[src/hef_pkg.sv]
// constants and carrier types for the link-3 event flag and interrupt enable block
//
// Overview of operation
// - end-of-message flag on message done or buffer full
// - frame-check fault flag on FCS mismatch
// - abort flag on seven consecutive ones
// - idle flag on flag octet 0x7E
// - idle and end flags together mark message
// - status flags sticky, cleared by status read
// - enable bit 6 gates transmit-start interrupt
// - enable bit 5 gates receive-start interrupt
// - enable bit 4 gates transmit-end interrupt
// - enable bit 3 gates receive-end interrupt
// - enable bit 7 reserved, bits 6-3 reset 0
// - transmit-start flag at bit 6
package hef_pkg;

	typedef logic [7:0] hef_addr_t;
	typedef logic [31:0] hef_data_t;
	typedef logic [7:0] hef_byte_t;

	// --------------------------------------------------------------
	// register map
	// --------------------------------------------------------------
	localparam hef_addr_t OFF_IRQ_EN = 8'h00;
	localparam hef_addr_t OFF_STATUS = 8'h04;

	localparam int BIT_TX_BEGIN = 6;
	localparam int BIT_RX_BEGIN = 5;
	localparam int BIT_TX_FINISH = 4;
	localparam int BIT_RX_FINISH = 3;
	localparam int BIT_FCS_FAULT = 2;
	localparam int BIT_ABORT = 1;
	localparam int BIT_IDLE = 0;

	localparam hef_byte_t STATUS_RESET = 8'h00;
	localparam hef_byte_t STATUS_MASK = 8'h7F;
	localparam hef_byte_t IRQ_EN_RESET = 8'h00;
	localparam hef_byte_t IRQ_EN_RW_MASK = 8'h78;

	// --------------------------------------------------------------
	// link pattern detection
	// --------------------------------------------------------------
	localparam hef_byte_t FLAG_OCTET = 8'h7E;
	localparam logic [2:0] ONES_BEFORE_ABORT = 3'h6;
	localparam logic [2:0] ONES_SAT = 3'h7;

	// --------------------------------------------------------------
	// bus answers
	// --------------------------------------------------------------
	localparam logic [1:0] RESP_OKAY = 2'h0;
	localparam logic [1:0] RESP_SLVERR = 2'h2;

	typedef enum logic [0:0] {HEF_RD_IDLE, HEF_RD_RESP} hef_rd_state_e;

	// one-cycle event strobes from the HDLC engines
	typedef struct packed {
		logic tx_begin;
		logic rx_begin;
		logic tx_finish;
		logic rx_msg_done;
		logic rx_buf_full;
		logic fcs_fault;
	} hef_events_s;

	// incoming data-link bit stream
	typedef struct packed {
		logic valid;
		logic data;
	} hef_serial_s;

endpackage

[src/hef_event_flags.sv]
// link-3 event status flags, interrupt enables and AXI4-Lite slave
//
// Design decisions made here: the register addresses and the AXI4-Lite interface to the registers.
`timescale 1ns/1ns
`default_nettype none

module hef_event_flags (
	input wire logic CLK,
	input wire logic RST,
	input wire hef_pkg::hef_addr_t AWADDR,
	input wire logic AWVALID,
	output var logic AWREADY,
	input wire hef_pkg::hef_data_t WDATA,
	input wire logic [3:0] WSTRB,
	input wire logic WVALID,
	output var logic WREADY,
	output var logic [1:0] BRESP,
	output var logic BVALID,
	input wire logic BREADY,
	input wire hef_pkg::hef_addr_t ARADDR,
	input wire logic ARVALID,
	output var logic ARREADY,
	output var hef_pkg::hef_data_t RDATA,
	output var logic [1:0] RRESP,
	output var logic RVALID,
	input wire logic RREADY,
	input wire hef_pkg::hef_events_s EVENTS,
	input wire hef_pkg::hef_serial_s RX_LINE,
	output var logic IRQ
);

	// --------------------------------------------------------------
	// declarations
	// --------------------------------------------------------------
	logic awready_reg, awready_next;
	logic wready_reg, wready_next;
	logic bvalid_reg, bvalid_next;
	logic [1:0] bresp_reg;
	logic aw_held_reg, aw_held_next;
	logic w_held_reg, w_held_next;
	hef_pkg::hef_addr_t awaddr_reg;
	hef_pkg::hef_data_t wdata_reg;
	logic [3:0] wstrb_reg;
	logic aw_take, w_take, wr_fire;
	hef_pkg::hef_addr_t wr_addr;
	hef_pkg::hef_data_t wr_data;
	logic [3:0] wr_strb;
	logic wr_hit_en, wr_hit_status, en_write;

	hef_pkg::hef_rd_state_e rd_state_reg, rd_state_next;
	logic arready_reg;
	logic rvalid_reg;
	hef_pkg::hef_data_t rdata_reg;
	logic [1:0] rresp_reg;
	logic ar_take, status_read, rd_hit_en;

	hef_pkg::hef_byte_t status_reg, status_next, set_vec;
	hef_pkg::hef_byte_t en_reg, en_next;
	logic irq_reg;

	hef_pkg::hef_byte_t shift_reg, shift_next;
	logic [2:0] ones_reg, ones_next;
	logic abort_hit, octet_hit;

	// --------------------------------------------------------------
	// write channels
	// --------------------------------------------------------------
	// address and data may arrive in either order; each is parked until
	// its partner shows up so the write happens exactly once
	always_comb begin
		aw_take = AWVALID & awready_reg;
		w_take = WVALID & wready_reg;
		wr_addr = aw_held_reg ? awaddr_reg : AWADDR;
		wr_data = w_held_reg ? wdata_reg : WDATA;
		wr_strb = w_held_reg ? wstrb_reg : WSTRB;
		wr_fire = (aw_held_reg | aw_take) & (w_held_reg | w_take) & ~bvalid_reg;
		aw_held_next = (aw_held_reg | aw_take) & ~wr_fire;
		w_held_next = (w_held_reg | w_take) & ~wr_fire;
		bvalid_next = wr_fire | (bvalid_reg & ~BREADY);
		awready_next = ~aw_held_next & ~bvalid_next;
		wready_next = ~w_held_next & ~bvalid_next;
		wr_hit_en = wr_addr[7:2] == hef_pkg::OFF_IRQ_EN[7:2];
		wr_hit_status = wr_addr[7:2] == hef_pkg::OFF_STATUS[7:2];
		en_write = wr_fire & wr_hit_en & wr_strb[0];
	end

	always_ff @(posedge CLK) begin
		if (RST) begin
			aw_held_reg <= 1'b0;
			w_held_reg <= 1'b0;
			awready_reg <= 1'b0;
			wready_reg <= 1'b0;
			bvalid_reg <= 1'b0;
			bresp_reg <= hef_pkg::RESP_OKAY;
			awaddr_reg <= 8'h00;
			wdata_reg <= 32'h00000000;
			wstrb_reg <= 4'h0;
		end else begin
			aw_held_reg <= aw_held_next;
			w_held_reg <= w_held_next;
			awready_reg <= awready_next;
			wready_reg <= wready_next;
			bvalid_reg <= bvalid_next;
			if (aw_take) begin
				awaddr_reg <= AWADDR;
			end
			if (w_take) begin
				wdata_reg <= WDATA;
				wstrb_reg <= WSTRB;
			end
			// writes to the status word are accepted and dropped
			if (wr_fire) begin
				bresp_reg <= (wr_hit_en | wr_hit_status) ? hef_pkg::RESP_OKAY
					: hef_pkg::RESP_SLVERR;
			end
		end
	end

	// --------------------------------------------------------------
	// read channel
	// --------------------------------------------------------------
	always_comb begin
		ar_take = ARVALID & arready_reg;
		rd_hit_en = ARADDR[7:2] == hef_pkg::OFF_IRQ_EN[7:2];
		status_read = ar_take & (ARADDR[7:2] == hef_pkg::OFF_STATUS[7:2]);
		case (rd_state_reg)
			hef_pkg::HEF_RD_IDLE: begin
				rd_state_next = ar_take ? hef_pkg::HEF_RD_RESP : hef_pkg::HEF_RD_IDLE;
			end
			hef_pkg::HEF_RD_RESP: begin
				rd_state_next = RREADY ? hef_pkg::HEF_RD_IDLE : hef_pkg::HEF_RD_RESP;
			end
			default: begin
				rd_state_next = hef_pkg::HEF_RD_IDLE;
			end
		endcase
	end

	always_ff @(posedge CLK) begin
		if (RST) begin
			rd_state_reg <= hef_pkg::HEF_RD_IDLE;
			arready_reg <= 1'b0;
			rvalid_reg <= 1'b0;
			rdata_reg <= 32'h00000000;
			rresp_reg <= hef_pkg::RESP_OKAY;
		end else begin
			rd_state_reg <= rd_state_next;
			arready_reg <= rd_state_next == hef_pkg::HEF_RD_IDLE;
			rvalid_reg <= rd_state_next == hef_pkg::HEF_RD_RESP;
			if (ar_take) begin
				// status captured before clearing; a flag set this cycle survives
				if (status_read) begin
					rdata_reg <= {24'h000000, status_reg};
					rresp_reg <= hef_pkg::RESP_OKAY;
				end else if (rd_hit_en) begin
					rdata_reg <= {24'h000000, en_reg};
					rresp_reg <= hef_pkg::RESP_OKAY;
				end else begin
					rdata_reg <= 32'h00000000;
					rresp_reg <= hef_pkg::RESP_SLVERR;
				end
			end
		end
	end

	// --------------------------------------------------------------
	// flag octet and abort detection on the incoming link
	// --------------------------------------------------------------
	always_comb begin
		shift_next = shift_reg;
		ones_next = ones_reg;
		if (RX_LINE.valid) begin
			shift_next = {shift_reg[6:0], RX_LINE.data};
			if (!RX_LINE.data) begin
				ones_next = 3'h0;
			end else if (ones_reg != hef_pkg::ONES_SAT) begin
				ones_next = ones_reg + 3'h1;
			end
		end
		// fires once on the seventh one of a run, not on each later one
		abort_hit = RX_LINE.valid & RX_LINE.data
			& (ones_reg == hef_pkg::ONES_BEFORE_ABORT);
		octet_hit = RX_LINE.valid & (shift_next == hef_pkg::FLAG_OCTET);
	end

	always_ff @(posedge CLK) begin
		if (RST) begin
			shift_reg <= 8'h00;
			ones_reg <= 3'h0;
		end else begin
			shift_reg <= shift_next;
			ones_reg <= ones_next;
		end
	end

	// --------------------------------------------------------------
	// status flags
	// --------------------------------------------------------------
	always_comb begin
		set_vec = 8'h00;
		set_vec[hef_pkg::BIT_TX_BEGIN] = EVENTS.tx_begin;
		set_vec[hef_pkg::BIT_RX_BEGIN] = EVENTS.rx_begin;
		set_vec[hef_pkg::BIT_TX_FINISH] = EVENTS.tx_finish;
		set_vec[hef_pkg::BIT_RX_FINISH] = EVENTS.rx_msg_done | EVENTS.rx_buf_full;
		set_vec[hef_pkg::BIT_FCS_FAULT] = EVENTS.fcs_fault;
		set_vec[hef_pkg::BIT_ABORT] = abort_hit;
		// closing flag of a whole message reports both; a full buffer only the end flag
		set_vec[hef_pkg::BIT_IDLE] = octet_hit | EVENTS.rx_msg_done;
		// set beats the read clear so no event is lost
		status_next = ((status_reg & ~({8{status_read}})) | set_vec)
			& hef_pkg::STATUS_MASK;
	end

	always_ff @(posedge CLK) begin
		if (RST) begin
			status_reg <= hef_pkg::STATUS_RESET;
		end else begin
			status_reg <= status_next;
		end
	end

	// --------------------------------------------------------------
	// interrupt enables and output
	// --------------------------------------------------------------
	always_comb begin
		en_next = en_reg;
		if (en_write) begin
			en_next = wr_data[7:0] & hef_pkg::IRQ_EN_RW_MASK;
		end
	end

	always_ff @(posedge CLK) begin
		if (RST) begin
			en_reg <= hef_pkg::IRQ_EN_RESET;
			irq_reg <= 1'b0;
		end else begin
			en_reg <= en_next;
			// enable bits 6..3 line up with their flags
			irq_reg <= |(status_next & en_next);
		end
	end

	assign AWREADY = awready_reg;
	assign WREADY = wready_reg;
	assign BVALID = bvalid_reg;
	assign BRESP = bresp_reg;
	assign ARREADY = arready_reg;
	assign RVALID = rvalid_reg;
	assign RDATA = rdata_reg;
	assign RRESP = rresp_reg;
	assign IRQ = irq_reg;

	logic any_set;
	assign any_set = |set_vec;

	// independent views of the abort, idle and end flags' causes
	logic run_seventh, octet_now, idle_cause, eom_cause;
	logic [6:3] irq_armed;
	assign run_seventh = RX_LINE.valid & RX_LINE.data
		& (ones_reg == hef_pkg::ONES_BEFORE_ABORT);
	assign octet_now = RX_LINE.valid
		& ({shift_reg[6:0], RX_LINE.data} == hef_pkg::FLAG_OCTET);
	assign idle_cause = octet_now | EVENTS.rx_msg_done;
	assign eom_cause = EVENTS.rx_msg_done | EVENTS.rx_buf_full;
	// an enable write in the same cycle may turn the bit off
	assign irq_armed = en_reg[6:3] & {4{~en_write}};
endmodule

`default_nettype wire

[config.mk]
export PLATFORM = sky130hd
export DESIGN_NAME = hef_event_flags
export DESIGN_NICKNAME = d
export VERILOG_FILES = /design/src/hef_pkg.sv /design/src/hef_event_flags.sv
export SDC_FILE = /design/constraint.sdc
export NUM_CORES = 1
export LEC_CHECK = 0
export ABC_AREA = 1
export BUFFER_PORTS_ARGS = -buffer_cell sky130_fd_sc_hd__buf_2
export CORE_MARGIN = 2
export CORE_UTILIZATION = 40
export DETAILED_ROUTE_END_ITERATION = 12
export GPL_ROUTABILITY_DRIVEN = 0
export PLACE_DENSITY_LB_ADDON = 0.2
export SYNTH_ARGS = -nofsm -noshare
export SYNTH_HDL_FRONTEND = slang
export SYNTH_SLANG_ARGS = --single-unit
export TNS_END_PERCENT = 50
[constraint.sdc]
create_clock -name CLK -period 1.5 [get_ports CLK]
set_clock_uncertainty 0.2 [all_clocks]
set_input_delay 0.3 -clock CLK [delete_from_list [all_inputs] [get_ports CLK]]
set_output_delay 0.3 -clock CLK [all_outputs]
set_load 0.01 [all_outputs]
; ---- After elaboration in Yosys (flattened, before gate mapping)
; Index checks and enable logic that the tools add are counted.
[totals]
register_bits = 86
latch_bits = 0
mem_bits_rw = 0
mem_bits_ro = 0
out_inout_bits = 42
n_memories = 0
[op_classes]
n_addsub = 1
n_mul = 0
div_mod_pow = 0
magnitude_cmp = 0
n_eq_ne = 6
shifts = 0
mux = 15
bitwise = 34
n_reduce_logical = 4
[ops]
columns = operator, n
row1 = two-way mux 8 bit, 5
row2 = bitwise AND 1 bit, 16
row3 = equality test 6 x 1 -> 1 bit (second input constant), 2
row4 = zero test 6 bit, 2
row5 = bitwise AND 7 x 8 -> 8 bit, 1
row6 = equality test 8 x 7 -> 1 bit (second input constant), 1
row7 = NOT 1 bit, 8
row8 = OR reduction 8 bit, 1
row9 = bitwise AND 7 bit, 1
row10 = two-way mux 7 bit, 1
row11 = NOT 7 bit, 1
row12 = OR 7 bit, 1
row13 = two-way mux 2 bit, 3
row14 = two-way mux 3 bit, 2
row15 = OR 1 bit, 6
row16 = adder 3 x 1 -> 3 bit (second input constant), 1
row17 = equality test 3 bit (second input constant), 1
row18 = two-way mux 1 bit, 3
row19 = != test 3 bit (second input constant), 1
row20 = != test 2 x 1 -> 1 bit (second input constant), 1
row21 = case mux 1 bit (2 select lines), 1
row22 = AND reduction 2 bit, 1

; ---- Logic depth before layout (Yosys ltp)
; Gate-level depths: netlist of the first run.
[depth]
word_depth = 9
depth_mapped = 11
mapped_depth_nobuf = 11

; ---- Worst setup path before layout of the first run
; No wires, ideal clock.
[synth_path]
path_type = reg2reg
start = reg w_held_reg
end = reg irq_reg (netlist: IRQ)
setup_time_ps = 117
t_arrival_ps = 1226
required_time_ps = 1183
path_slack_ps = -44
stages_incl_launch_ff = 12
cell_sequence = dfxtp_1 -> inv_2 -> nand2_4 -> nand2_4 -> nor2_8 -> nand3_4 -> nand2_1 -> nand2_1 -> nand2_1 -> nand2_1 -> nor2_1 -> a21oi_1
[synth_via]
elab_chain_len = 8
elab_cells_between_ends = 10
cone_classes = 3 x mux / 6 x bitwise / 1 x reduce/logical
[synth_lines]
columns = element, line
row1 = from (decl), hef_event_flags.sv:40  ; logic w_held_reg, w_held_next;
row2 = from (signal assigned), hef_event_flags.sv:100  ; w_held_reg <= w_held_next;
row3 = OR 1 bit, hef_event_flags.sv:76  ; wr_fire = (aw_held_reg | aw_take) & (w_held_reg | w_take) & ~bvalid_reg;
row4 = bitwise AND 1 bit (2 in series), hef_event_flags.sv:76
row5 = bitwise AND 1 bit (2 in series), hef_event_flags.sv:84  ; en_write = wr_fire & wr_hit_en & wr_strb[0];
row6 = two-way mux 8 bit *, hef_event_flags.sv:227  ; if (en_write) begin
row7 = bitwise AND 7 x 8 -> 8 bit *, hef_event_flags.sv:239  ; irq_reg <= |(status_next & en_next);
row8 = OR reduction 8 bit *, hef_event_flags.sv:239
row9 = to (signal assigned), hef_event_flags.sv:239
row10 = to (decl), hef_event_flags.sv:59  ; logic irq_reg;
; Every way passes the cells marked *; elsewhere a longest branch is shown, timed or not.
; A chain may end at the register's enable or synchronous reset.

; ---- Worst setup path in the final report of the first run
[layout_path]
start = reg aw_held_reg
end = reg irq_reg (netlist: IRQ)
[layout_via]
elab_chain_len = 8
elab_cells_between_ends = 10
cone_classes = 2 x mux / 6 x bitwise / 2 x reduce/logical
[layout_lines]
columns = element, line
row1 = from (decl), hef_event_flags.sv:39  ; logic aw_held_reg, aw_held_next;
row2 = from (signal assigned), hef_event_flags.sv:99  ; aw_held_reg <= aw_held_next;
row3 = OR 1 bit, hef_event_flags.sv:76
row4 = bitwise AND 1 bit (2 in series), hef_event_flags.sv:76
row5 = bitwise AND 1 bit * (2 in series), hef_event_flags.sv:84
row6 = two-way mux 8 bit *, hef_event_flags.sv:227
row7 = bitwise AND 7 x 8 -> 8 bit *, hef_event_flags.sv:239
row8 = OR reduction 8 bit *, hef_event_flags.sv:239
; Marked as above.

==> results of run 1 <==
## through the flow
step,total power [mW],setup TNS [ps],worst slack (ps),cells
4_1_cts,2.976,-108.2,-108.2,496
2_1_floorplan,1.935,0,5.971,370
6_report,2.952,-206.2,-122.7,500
5_1_grt,3.128,-595.2,-230.1,500
3_5_place_dp,2.101,-319.2,-205.4,488
3_3_place_gp,2.092,-219.1,-195.9,488
## power by group through the flow
stage	Clock, mW	Sequential [mW]	Combinational (mW)
floorplan	0	1.59	0.344
CTS	0.905	1.55	0.521
finish	0.871	1.55	0.532
detailed placement	0	1.58	0.520
global route	0.962	1.56	0.605
global placement	0	1.58	0.514
## worst max-delay path, cell delays in order, from the launching register on
cell and delay (ps):
sky130_fd_sc_hd__dfxtp_4 390, sky130_fd_sc_hd__inv_2 50, sky130_fd_sc_hd__nor2_2 100, sky130_fd_sc_hd__nand3_2 90, sky130_fd_sc_hd__nand2_4 100, sky130_fd_sc_hd__nand3_4 120
sky130_fd_sc_hd__buf_6 160, sky130_fd_sc_hd__nand3_2 70, sky130_fd_sc_hd__nand2_1 50, sky130_fd_sc_hd__nor2_1 110, sky130_fd_sc_hd__a21oi_1 70
## routing by layer
| metal | wire length (um) | track usage (%) | vias up |
|---|---|---|---|
| li1 | - | - | 1194 |
| met1 | 2438 | 19.62 | 988 |
| met2 | 2471 | 26.61 | 60 |
| met3 | 234 | 2.883 | 7 |
| met4 | 65 | 4.918 | 0 |
| met5 | 0 | 0 | - |
## cells in the mapped netlist
cell / instances
sky130_fd_sc_hd__nor3_1: 1
sky130_fd_sc_hd__nand3b_1: 1
sky130_fd_sc_hd__a21o_2: 1
sky130_fd_sc_hd__clkbuf_1: 5
sky130_fd_sc_hd__dfxtp_1: 53
sky130_fd_sc_hd__nand3_4: 1
sky130_fd_sc_hd__nand2_1: 78
sky130_fd_sc_hd__nor2_1: 53
sky130_fd_sc_hd__nand4_2: 1
sky130_fd_sc_hd__nand2_2: 3
sky130_fd_sc_hd__buf_4: 28
sky130_fd_sc_hd__nand4_1: 6
sky130_fd_sc_hd__o21ai_0: 20
sky130_fd_sc_hd__inv_1: 33
sky130_fd_sc_hd__inv_2: 5
sky130_fd_sc_hd__a21oi_2: 1
sky130_fd_sc_hd__nand2_4: 4
sky130_fd_sc_hd__a21oi_1: 17
sky130_fd_sc_hd__ha_1: 3
sky130_fd_sc_hd__a31oi_1: 2
sky130_fd_sc_hd__a21o_1: 2
sky130_fd_sc_hd__clkbuf_8: 1
sky130_fd_sc_hd__nor2_4: 1
sky130_fd_sc_hd__o211ai_1: 7
sky130_fd_sc_hd__conb_1: 1
sky130_fd_sc_hd__or2_2: 1
sky130_fd_sc_hd__nand3_1: 14
sky130_fd_sc_hd__nor2_8: 1
## final cells by class
cell class | count | area [sq um]
clock buffers | 7 | 96.34
clock inverters | 1 | 5.005
fillers | 596 | 2878
inverters | 38 | 142.6
multi-input cells | 245 | 1199
flip-flops and latches | 53 | 1067
well taps | 75 | 93.84
repair buffers | 81 | 509.2
## worst paths after layout
path	startpoint	endpoint	slack (ps)	cells past startpoint
worst max register to register	aw_held_reg$_SDFF_PP0_	IRQ$_SDFF_PP0_	-120	10
worst max-delay path	aw_held_reg$_SDFF_PP0_	IRQ$_SDFF_PP0_	-120	10
worst min register to register	en_reg[1]$_SDFF_PP0_	en_reg[1]$_SDFF_PP0_	260	2
worst min-delay path	RST	aw_held_reg$_SDFF_PP0_	50	2
## timing repair
| item | 4_1_cts | 5_1_grt |
|---|---|---|
| hold endpoints to repair | 0 | 0 |
| setup endpoints to repair | 5 | 9 |
| resized for setup | 2 | 12 |
| pin swaps | 1 | 7 |
| buffers inserted | 0 | 4 |
## cell families after synthesis
family                   after synthesis
AO/OA/AOI/OAI                         50
buffers and inverters                 72
adder cells (fa/ha/maj)                3
flip-flops                            53
AND/OR/NAND/NOR                      165
other                                  1
==> reports/metrics.yaml, run 1 <==
status:
  result_of_the_run: "complete, but fails checks"
  failed_checks: "setup timing"
detailed_routing:
  drtPass1Iterations: 4
  avgViaCountPerCell: 4.498
  drtIter0Drc: 74
  vias: 2249
  ant_nets: 0
  routed_wirelength_mm: 5.210
  post_detailed_route_wirelength_per_cell_um: 10.42
  drc: 0
global_routing:
  antenna_violations_before_repair: 0
  remaining_global_route_overflow: 0
  grt_first_pass_wirelength_mm: 9.025
  global_route.usage.total_pct: 15.51
  vias_in_the_first_global_route: 2060
  grt_start_max_net_pins: 27
power_and_ir_drop:
  share_clk_of_total_power_pct: 29.5
  power.share.sequential_pct: 52.5
  powerDensity_nw_per_um2: 948.3
  power.switching_fraction_pct: 27.44
  pwr-share-comb_pct: 18.0
  ir_worst_vdd_v: 0.0004159
  leakagePower_nw: 1.585
  net-switching-power_uw: 809.9
  p_int_mw: 2.142
place:
  io_buffers: 46
  dpl.hpwl_mm: 3.869
  postPlaceCellArea_sq_um: 2940
sta:
  period_share_pct: 108.2
  fin_hold_ws_ps: 50.45
  timing.final.setup_violations: 3
  final.setup.worst_slack_ps: -122.7
  final_hold_violation_count: 0
  max_freq_mhz: 616.2
  min_period_ps: 1623
  unrepaired_setup_endpoints_after_global_routing: "yes"
  final_slew_viol_count: 0
worst_hold_path:
  hp-class: "in -> reg"
floorplanning:
  pin_count: 109
  fp-row-count: 28
  floorplan.core_area_sq_um: 5991
  die-width_um: 83.27
  design.die.area_sq_um: 6934
  fp.dieH_um: 83.27
  start_util_pct: 41.96
synthesis:
  yosys-top-cells-area: "sky130_fd_sc_hd__dfxtp_1 (42%), sky130_fd_sc_hd__nand2_1 (12%), sky130_fd_sc_hd__buf_4 (8.4%)"
  yosys.area_share.adder_pct: 1.493
  synth-simple-area-share_pct: 29.57
  synthesis.instances: 344
  netlist.area_leader.share_pct: 42.21
  yosysWarningCount: 0
  post_synth.cell_area_avg_sq_um: 7.307
  ys_types: 28
  synthDominantAreaCellType: "sky130_fd_sc_hd__dfxtp_1"
  ys_seq_area_share_pct: 42.21
  synthMuxAreaShare_pct: 0
  synth_area_sq_um: 2514
  largest_family_of_logic_cells_by_synthesized_area: "simple AND/OR/NAND/NOR gates"
  yosys.area_share.xor_xnor_pct: 0
  post_synthesis_compound_gate_area_fraction_pct: 11.25
  ys_seq_elements: 53
clocking:
  cts-root-to-sink-buffers: 2
  cts-htree-levels: 2
  cts.reportedPaths.clkPinSlew_ps: 90
  number_of_buffers_added_by_the_clock_tree_synthesis_step: 5
  root_buffer: "sky130_fd_sc_hd__clkbuf_8"
  tritoncts_num_sinks: 53
  tritoncts: "yes"
  cts_hold_buf: 0
  worst_skew_late_latency_ps: 300
worst_setup_path:
  worstSetupPathType: "reg -> reg"
  critical_path_required_ps: 1490
  timing.critical_path.fanout_max: 6
  startpoint_type_of_the_worst_setup_path: "flop"
  worstSetupEndpointType: "flop"
  worstPathArrival_ps: 1610
layout:
  final_nets: 494
  largest_reg_flops: 8
  mostFrequentLayoutCells: "sky130_fd_sc_hd__nand2_1 (75), sky130_fd_sc_hd__dfxtp_1 (50), sky130_fd_sc_hd__nor2_1 (50), sky130_fd_sc_hd__buf_2 (46)"
  antenna_cells_inserted: 0
  layout_commonest_cell: "sky130_fd_sc_hd__nand2_1"
  fin_area_sq_um: 3113
  fin_util_pct: 51.96
  area_growth_pct: 23.84
  post_route_cells_drive_above_1_share_pct: 28.00
flow_run:
  max-cap-violations: 0
No activity file was read; power rests on OpenSTA's default activity.
==> run 2: changes to the inputs <==
Settings changed: CORE_UTILIZATION 40 to 43.
==> run 2 against run 1 <==
Effect of this change: the flow still finishes with violations (setup timing); worst hold slack worse by 12 ps; register-to-register slack gained 60 ps; non-clock buffer count is 2 higher; die area decreased by 6.6%; worst setup slack improved by 59 ps; maximum frequency is 3.8% higher; critical path type unchanged; largest power group unchanged.
==> reports/metrics.yaml, run 2 (same netlist as run 1, synthesis figures left out) <==
worst_setup_path:
  crit_top_cell: "sky130_fd_sc_hd__nand2_4"
  crit_start: "w_held_reg$_SDFF_PP0_"
  worst_flop_to_flop_path_startpoint: "w_held_reg$_SDFF_PP0_"
  rrSetupSlack_ps: -60
  critical_path_required_ps: 1490
  worstSetupEndpointType: "flop"
  worstPathArrival_ps: 1560
  worstSetupPathType: "reg -> reg"
  timing.critical_path.slowest_stage_cell: "sky130_fd_sc_hd__dfxtp_2"
  critical_path.max_stage_delay_ps: 350
  critical_path.reg2reg.endpoint: "IRQ$_SDFF_PP0_"
  timing.reg2reg.worst_path_depth: 10
  timing.critical_path.fanout_max: 7
  startpoint_type_of_the_worst_setup_path: "flop"
  critical_path.cell_chain: "inv_2 > nand2_4 > nand2_4 > nor2_8 > buf_4 > nand3_4 > nand3_2 > nand2_1 > nor2_1 > a21oi_1"
power_and_ir_drop:
  power.share.sequential_pct: 49.7
  pwr-share-comb_pct: 17.9
  power.switching_fraction_pct: 26.80
  ir_worst_vdd_v: 0.0007714
  leakagePower_nw: 1.603
  net-switching-power_uw: 834.7
  powerDensity_nw_per_um2: 979.2
  p_int_mw: 2.280
  share_clk_of_total_power_pct: 32.4
global_routing:
  global_route.usage.total_pct: 16.53
  grt_start_max_net_pins: 29
  vias_in_the_first_global_route: 2018
  antenna_violations_before_repair: 0
  remaining_global_route_overflow: 0
  grt_first_pass_wirelength_mm: 8.473
floorplanning:
  start_util_pct: 45.10
  die-width_um: 80.46
  fp.dieH_um: 80.46
  floorplan.core_area_sq_um: 5574
  pin_count: 109
  design.die.area_sq_um: 6473
  fp-row-count: 27
detailed_routing:
  drc: 0
  ant_nets: 0
  post_detailed_route_wirelength_per_cell_um: 10.57
  vias: 2238
  drtPass1Iterations: 4
  routed_wirelength_mm: 5.286
  avgViaCountPerCell: 4.476
  drtIter0Drc: 70
layout:
  antenna_cells_inserted: 0
  fin_util_pct: 57.06
  post_route_cells_drive_above_1_share_pct: 28.50
  mostFrequentLayoutCells: "sky130_fd_sc_hd__nand2_1 (74), sky130_fd_sc_hd__nor2_1 (51), sky130_fd_sc_hd__dfxtp_1 (50), sky130_fd_sc_hd__buf_2 (46)"
  layout_commonest_cell: "sky130_fd_sc_hd__nand2_1"
  fin_area_sq_um: 3181
  area_growth_pct: 26.53
  largest_reg_flops: 8
  final_nets: 497
status:
  result_of_the_run: "complete, but fails checks"
  failed_checks: "setup timing"
clocking:
  number_of_buffers_added_by_the_clock_tree_synthesis_step: 5
  cts-htree-levels: 2
  root_buffer: "sky130_fd_sc_hd__clkbuf_8"
  worst_skew_late_latency_ps: 310
  tritoncts_num_sinks: 53
  cts-root-to-sink-buffers: 2
  cts.reportedPaths.clkPinSlew_ps: 100
  tritoncts: "yes"
worst_hold_path:
  hold-path-endpoint: "status_reg[6]$_SDFF_PP0_"
  min_delay_path_depth: 3
  min_from: "EVENTS[5]"
  hp-class: "in -> reg"
sta:
  max_freq_mhz: 639.5
  min_period_ps: 1564
  final.setup.worst_slack_ps: -63.78
  unrepaired_setup_endpoints_after_global_routing: "yes"
  timing.final.setup_violations: 1
  final_slew_viol_count: 0
  final_hold_violation_count: 0
  period_share_pct: 104.3
place:
  dpl_worst_slack_ps: -207.9
  io_buffers: 46
  dpl.hpwl_mm: 3.726
  postPlaceCellArea_sq_um: 2902
flow_run:
  max-cap-violations: 0
[run 2: worst max-delay path, delay by kind of cell (launching register included)]
| kind | cells | cell delay [ps] |
|---|---|---|
| DFF | 1 | 350 |
| and+or+nand+nor | 7 | 620 |
| AOI/OAI and AO/OA | 1 | 70 |
| buffers and inverters | 2 | 200 |
[run 2: per-layer routing]
metal	wire, um	track usage (%)	vias to the layer above
met2	2488	29.08	50
met4	59	5.085	0
met1	2476	19.74	978
li1	-	-	1202
met5	0	0	-
met3	261	4.045	8
[run 2: worst max path at each step]
| stage | end | slack [ps] | depth (start not counted) |
|---|---|---|---|
| after floorplan | IRQ$_SDFF_PP0_ | 6 | 11 |
| after global placement | IRQ$_SDFF_PP0_ | -200 | 11 |
| after detailed placement | IRQ$_SDFF_PP0_ | -210 | 9 |
| after CTS | IRQ$_SDFF_PP0_ | -80 | 11 |
| after global routing | IRQ$_SDFF_PP0_ | -200 | 11 |
| final | IRQ$_SDFF_PP0_ | -60 | 10 |
[run 2: through the flow]
step | power, mW | cells | TNS [ps] | hold slack, ps
after floorplan | 1.935 | 370 | 0 | 227.9
after global placement | 2.072 | 482 | -273.9 | 246.2
after detailed placement | 2.080 | 482 | -393.7 | 243.9
after CTS | 3.090 | 493 | -83.64 | 30.66
after global routing | 3.275 | 500 | -467.4 | 42.62
final | 3.114 | 500 | -63.78 | 38.89
[run 2: area by class of cell]
class                           count  area (sq um)
Fill cell                         541          2394
Multi-Input combinational cell    246          1234
Sequential cell                    53          1067
Timing Repair Buffer               83         530.5
Inverter                           38         142.6
Tap cell                           72         90.09
Clock buffer                        7         86.33
Clock inverter                      1         30.03
[run 2: power groups by stage]
stage	sequential [mW]	clock [mW]	combinational, mW
floorplan	1.59	0	0.344
CTS	1.55	1.03	0.509
global placement	1.58	0	0.494
global route	1.56	1.09	0.627
finish	1.55	1.01	0.556
detailed placement	1.58	0	0.500
[run 2: timing repair]
item	4_1_cts	5_1_grt
buffers inserted	2	6
endpoints found under the hold margin	2	0
setup endpoints to repair	6	15
pin swaps	1	8
resized for setup	4	16
cloned	0	1
hold buffers	1	0
==> run 3: changes to the inputs <==
Settings changed: ABC_AREA 1 to default, CORE_UTILIZATION 43 to 30, CTS_BUF_LIST from default to sky130_fd_sc_hd__clkbuf_2.
==> run 3 against run 2 <==
Effect of this change: the flow still finishes with violations (setup timing); non-clock buffer count grew 23; sequential cell count shrank 1; final cell count shrank 4.4%; highest routed layer unchanged.
==> reports/metrics.yaml, run 3 <==
floorplanning:
  design.die.area_sq_um: 8787
  fp-row-count: 32
  start_util_pct: 31.11
  floorplan.core_area_sq_um: 7767
  fp.dieH_um: 93.74
  pin_count: 109
  die-width_um: 93.74
detailed_routing:
  drc: 0
  routed_wirelength_mm: 5.956
  avgViaCountPerCell: 4.546
  ant_nets: 0
  vias: 2173
  post_detailed_route_wirelength_per_cell_um: 12.46
  drtIter0Drc: 103
  drtPass1Iterations: 4
synthesis:
  synthDominantAreaCellType: "sky130_fd_sc_hd__dfxtp_1"
  yosys-top-cells-area: "sky130_fd_sc_hd__dfxtp_1 (43%), sky130_fd_sc_hd__buf_4 (8.7%), sky130_fd_sc_hd__mux2i_1 (8.3%)"
  netlist.area_leader.share_pct: 43.09
  yosysMostFrequentCell: "sky130_fd_sc_hd__dfxtp_1"
  synth_area_sq_um: 2416
  ys_seq_elements: 52
  largest_family_of_logic_cells_by_synthesized_area: "simple AND/OR/NAND/NOR gates"
  post_synth.cell_area_avg_sq_um: 8.754
  async_reset_ff_share_pct: 0
  synthesis.instances: 276
  synth-simple-area-share_pct: 20.97
  yosys.area_share.xor_xnor_pct: 0
  synth_top_flop_cell: "sky130_fd_sc_hd__dfxtp_1"
  post_synthesis_compound_gate_area_fraction_pct: 12.43
  most_frequent_cells_after_synthesis: "sky130_fd_sc_hd__dfxtp_1 (52), sky130_fd_sc_hd__nor2_1 (37), sky130_fd_sc_hd__a21oi_1 (32), sky130_fd_sc_hd__buf_4 (28), sky130_fd_sc_hd__nand2_1 (22)"
  yosysWarningCount: 0
  synth_enable_flop_cells: 0
  ys_seq_area_share_pct: 43.09
  synthMuxAreaShare_pct: 10.62
  ys_types: 35
  yosys.area_share.adder_pct: 1.554
sta:
  final_slew_viol_count: 0
  min_period_ps: 1643
  period_share_pct: 109.5
  final_hold_violation_count: 0
  final.setup.worst_slack_ps: -142.7
  max_freq_mhz: 608.8
  fin_hold_ws_ps: 53.98
  timing.final.setup_violations: 13
  unrepaired_setup_endpoints_after_global_routing: "yes"
global_routing:
  antenna_violations_before_repair: 0
  global_route.usage.total_pct: 13.28
  grt_start_max_net_pins: 26
  vias_in_the_first_global_route: 2062
  grt_first_pass_wirelength_mm: 9.439
  remaining_global_route_overflow: 0
power_and_ir_drop:
  powerDensity_nw_per_um2: 805.5
  leakagePower_nw: 1.507
  fin_total_pwr_mw: 2.762
  ir_worst_vdd_v: 0.0003956
layout:
  area_growth_pct: 41.95
  fin_util_pct: 44.15
  post_route_cells_drive_above_1_share_pct: 36.44
  fin_cells: 478
  mostFrequentLayoutCells: "sky130_fd_sc_hd__nor2_1 (37), sky130_fd_sc_hd__buf_2 (37), sky130_fd_sc_hd__dfxtp_1 (36), sky130_fd_sc_hd__buf_4 (32), sky130_fd_sc_hd__a21oi_1 (28)"
  antenna_cells_inserted: 0
  final_nets: 445
clocking:
  cts-htree-levels: 2
  cts-root-to-sink-buffers: 2
  number_of_buffers_added_by_the_clock_tree_synthesis_step: 5
  tritoncts: "yes"
  cts.reportedPaths.clkPinSlew_ps: 270
  tritoncts_num_sinks: 52
  root_buffer: "sky130_fd_sc_hd__clkbuf_2"
  worst_skew_late_latency_ps: 450
worst_hold_path:
  hp-class: "in -> reg"
  min_delay_path_depth: 4
  hold-path-endpoint: "wstrb_reg[0]$_SDFFE_PP0P_"
  min_from: "WVALID"
worst_setup_path:
  startpoint_type_of_the_worst_setup_path: "flop"
  worstSetupPathType: "reg -> reg"
  critical_path.cell_chain: "mux2_2 > a22oi_2 > nand2_1 > a211oi_2 > a211oi_1"
  crit_family: "flip-flops"
  timing.reg2reg.worst_path_depth: 5
  worst_flop_to_flop_path_startpoint: "w_held_reg$_SDFF_PP0_"
  critical_path.max_stage_delay_ps: 470
  worstPathBufferInverterCount: 0
  timing.critical_path.slowest_stage_cell: "sky130_fd_sc_hd__dfxtp_4"
  worstSetupEndpointType: "flop"
  worstPathArrival_ps: 1810
  critical_path.reg2reg.endpoint: "IRQ$_SDFF_PP0_"
  rrSetupSlack_ps: -140
  critical_path_required_ps: 1660
  timing.critical_path.fanout_max: 6
place:
  dpl.hpwl_mm: 4.112
  io_buffers: 46
  numPlacedInstances: 443
status:
  result_of_the_run: "complete, but fails checks"
  failed_checks: "setup timing"
flow_run:
  max-cap-violations: 0
## run 3: cell types whose count changed after synthesis, moves of 6 or more
cell                       delta
sky130_fd_sc_hd__nor2_1      -16
sky130_fd_sc_hd__o211ai_1     -6
sky130_fd_sc_hd__inv_1       -30
sky130_fd_sc_hd__mux2i_1     +20
sky130_fd_sc_hd__a21oi_1     +15
sky130_fd_sc_hd__nor3_1      +13
sky130_fd_sc_hd__a22oi_1      +8
sky130_fd_sc_hd__o21ai_0     -19
sky130_fd_sc_hd__nand2_1     -56
## run 3: routing by layer
metal | share of wire, % | up-vias | global-route usage (%) | routed length [um]
met5 | 0 | - | 0 | 0
met4 | 0.64 | 0 | 2.899 | 38
met3 | 5.3 | 5 | 2.970 | 314
met2 | 50 | 57 | 23.93 | 3006
met1 | 44 | 1014 | 16.06 | 2596
li1 | - | 1097 | - | -
## run 3: metrics by stage
stage / worst slack (ps) / TNS [ps] / area [sq um]
after floorplan: -309.3 / -3165 / 2516
after global placement: -496.5 / -5300 / 2873
after detailed placement: -533.8 / -5470 / 2873
after CTS: -151.9 / -1449 / 3301
after global routing: -221.3 / -2162 / 3430
final: -142.7 / -1114 / 3430
## run 3: how the worst max path moves through the flow
stage	startpoint	end	slack [ps]	depth (start not counted)
2_1_floorplan	AWADDR[4]	en_reg[0]$_SDFF_PP0_	-310	5
3_3_place_gp	AWADDR[4]	en_reg[1]$_SDFF_PP0_	-500	6
3_5_place_dp	AWADDR[4]	IRQ$_SDFF_PP0_	-530	6
4_1_cts	w_held_reg$_SDFF_PP0_	IRQ$_SDFF_PP0_	-150	5
5_1_grt	aw_held_reg$_SDFF_PP0_	en_reg[1]$_SDFF_PP0_	-220	5
6_report	w_held_reg$_SDFF_PP0_	IRQ$_SDFF_PP0_	-140	5
## run 3: tightest hold or removal path, stage by stage
cell	delay (ps)
sky130_fd_sc_hd__buf_2	120
sky130_fd_sc_hd__buf_4	150
sky130_fd_sc_hd__nand3_1	70
sky130_fd_sc_hd__a21oi_1	50
## run 3: timing repair
action	CTS	global route
pin swaps	8	6
gates cloned	0	0
endpoints found under the hold margin	30	0
buffers inserted	3	2
resized for setup	33	28
setup endpoints to repair	21	28
hold buffers	22	0
## run 3: cell families after synthesis
group / after synthesis
buf+inv: 43
other cells: 1
simple gates: 104
compound gates: 48
flops: 52
fa+ha+maj: 3
mux: 25
## run 3: power breakdown
group          total, mW  switching, mW  internal [mW]
clock              0.743          0.457          0.286
sequential          1.49         0.0497           1.44
combinational      0.528          0.249          0.278
## run 3: layout make-up
class / instances / area (sq um)
fill: 767 / 4338
tap: 102 / 127.6
clock buffer: 6 / 30.03
sequential: 52 / 1066
multi-input combinational: 207 / 1334
inverter: 3 / 11.26
clock inverter: 2 / 35.03
timing repair buffer: 106 / 825.8
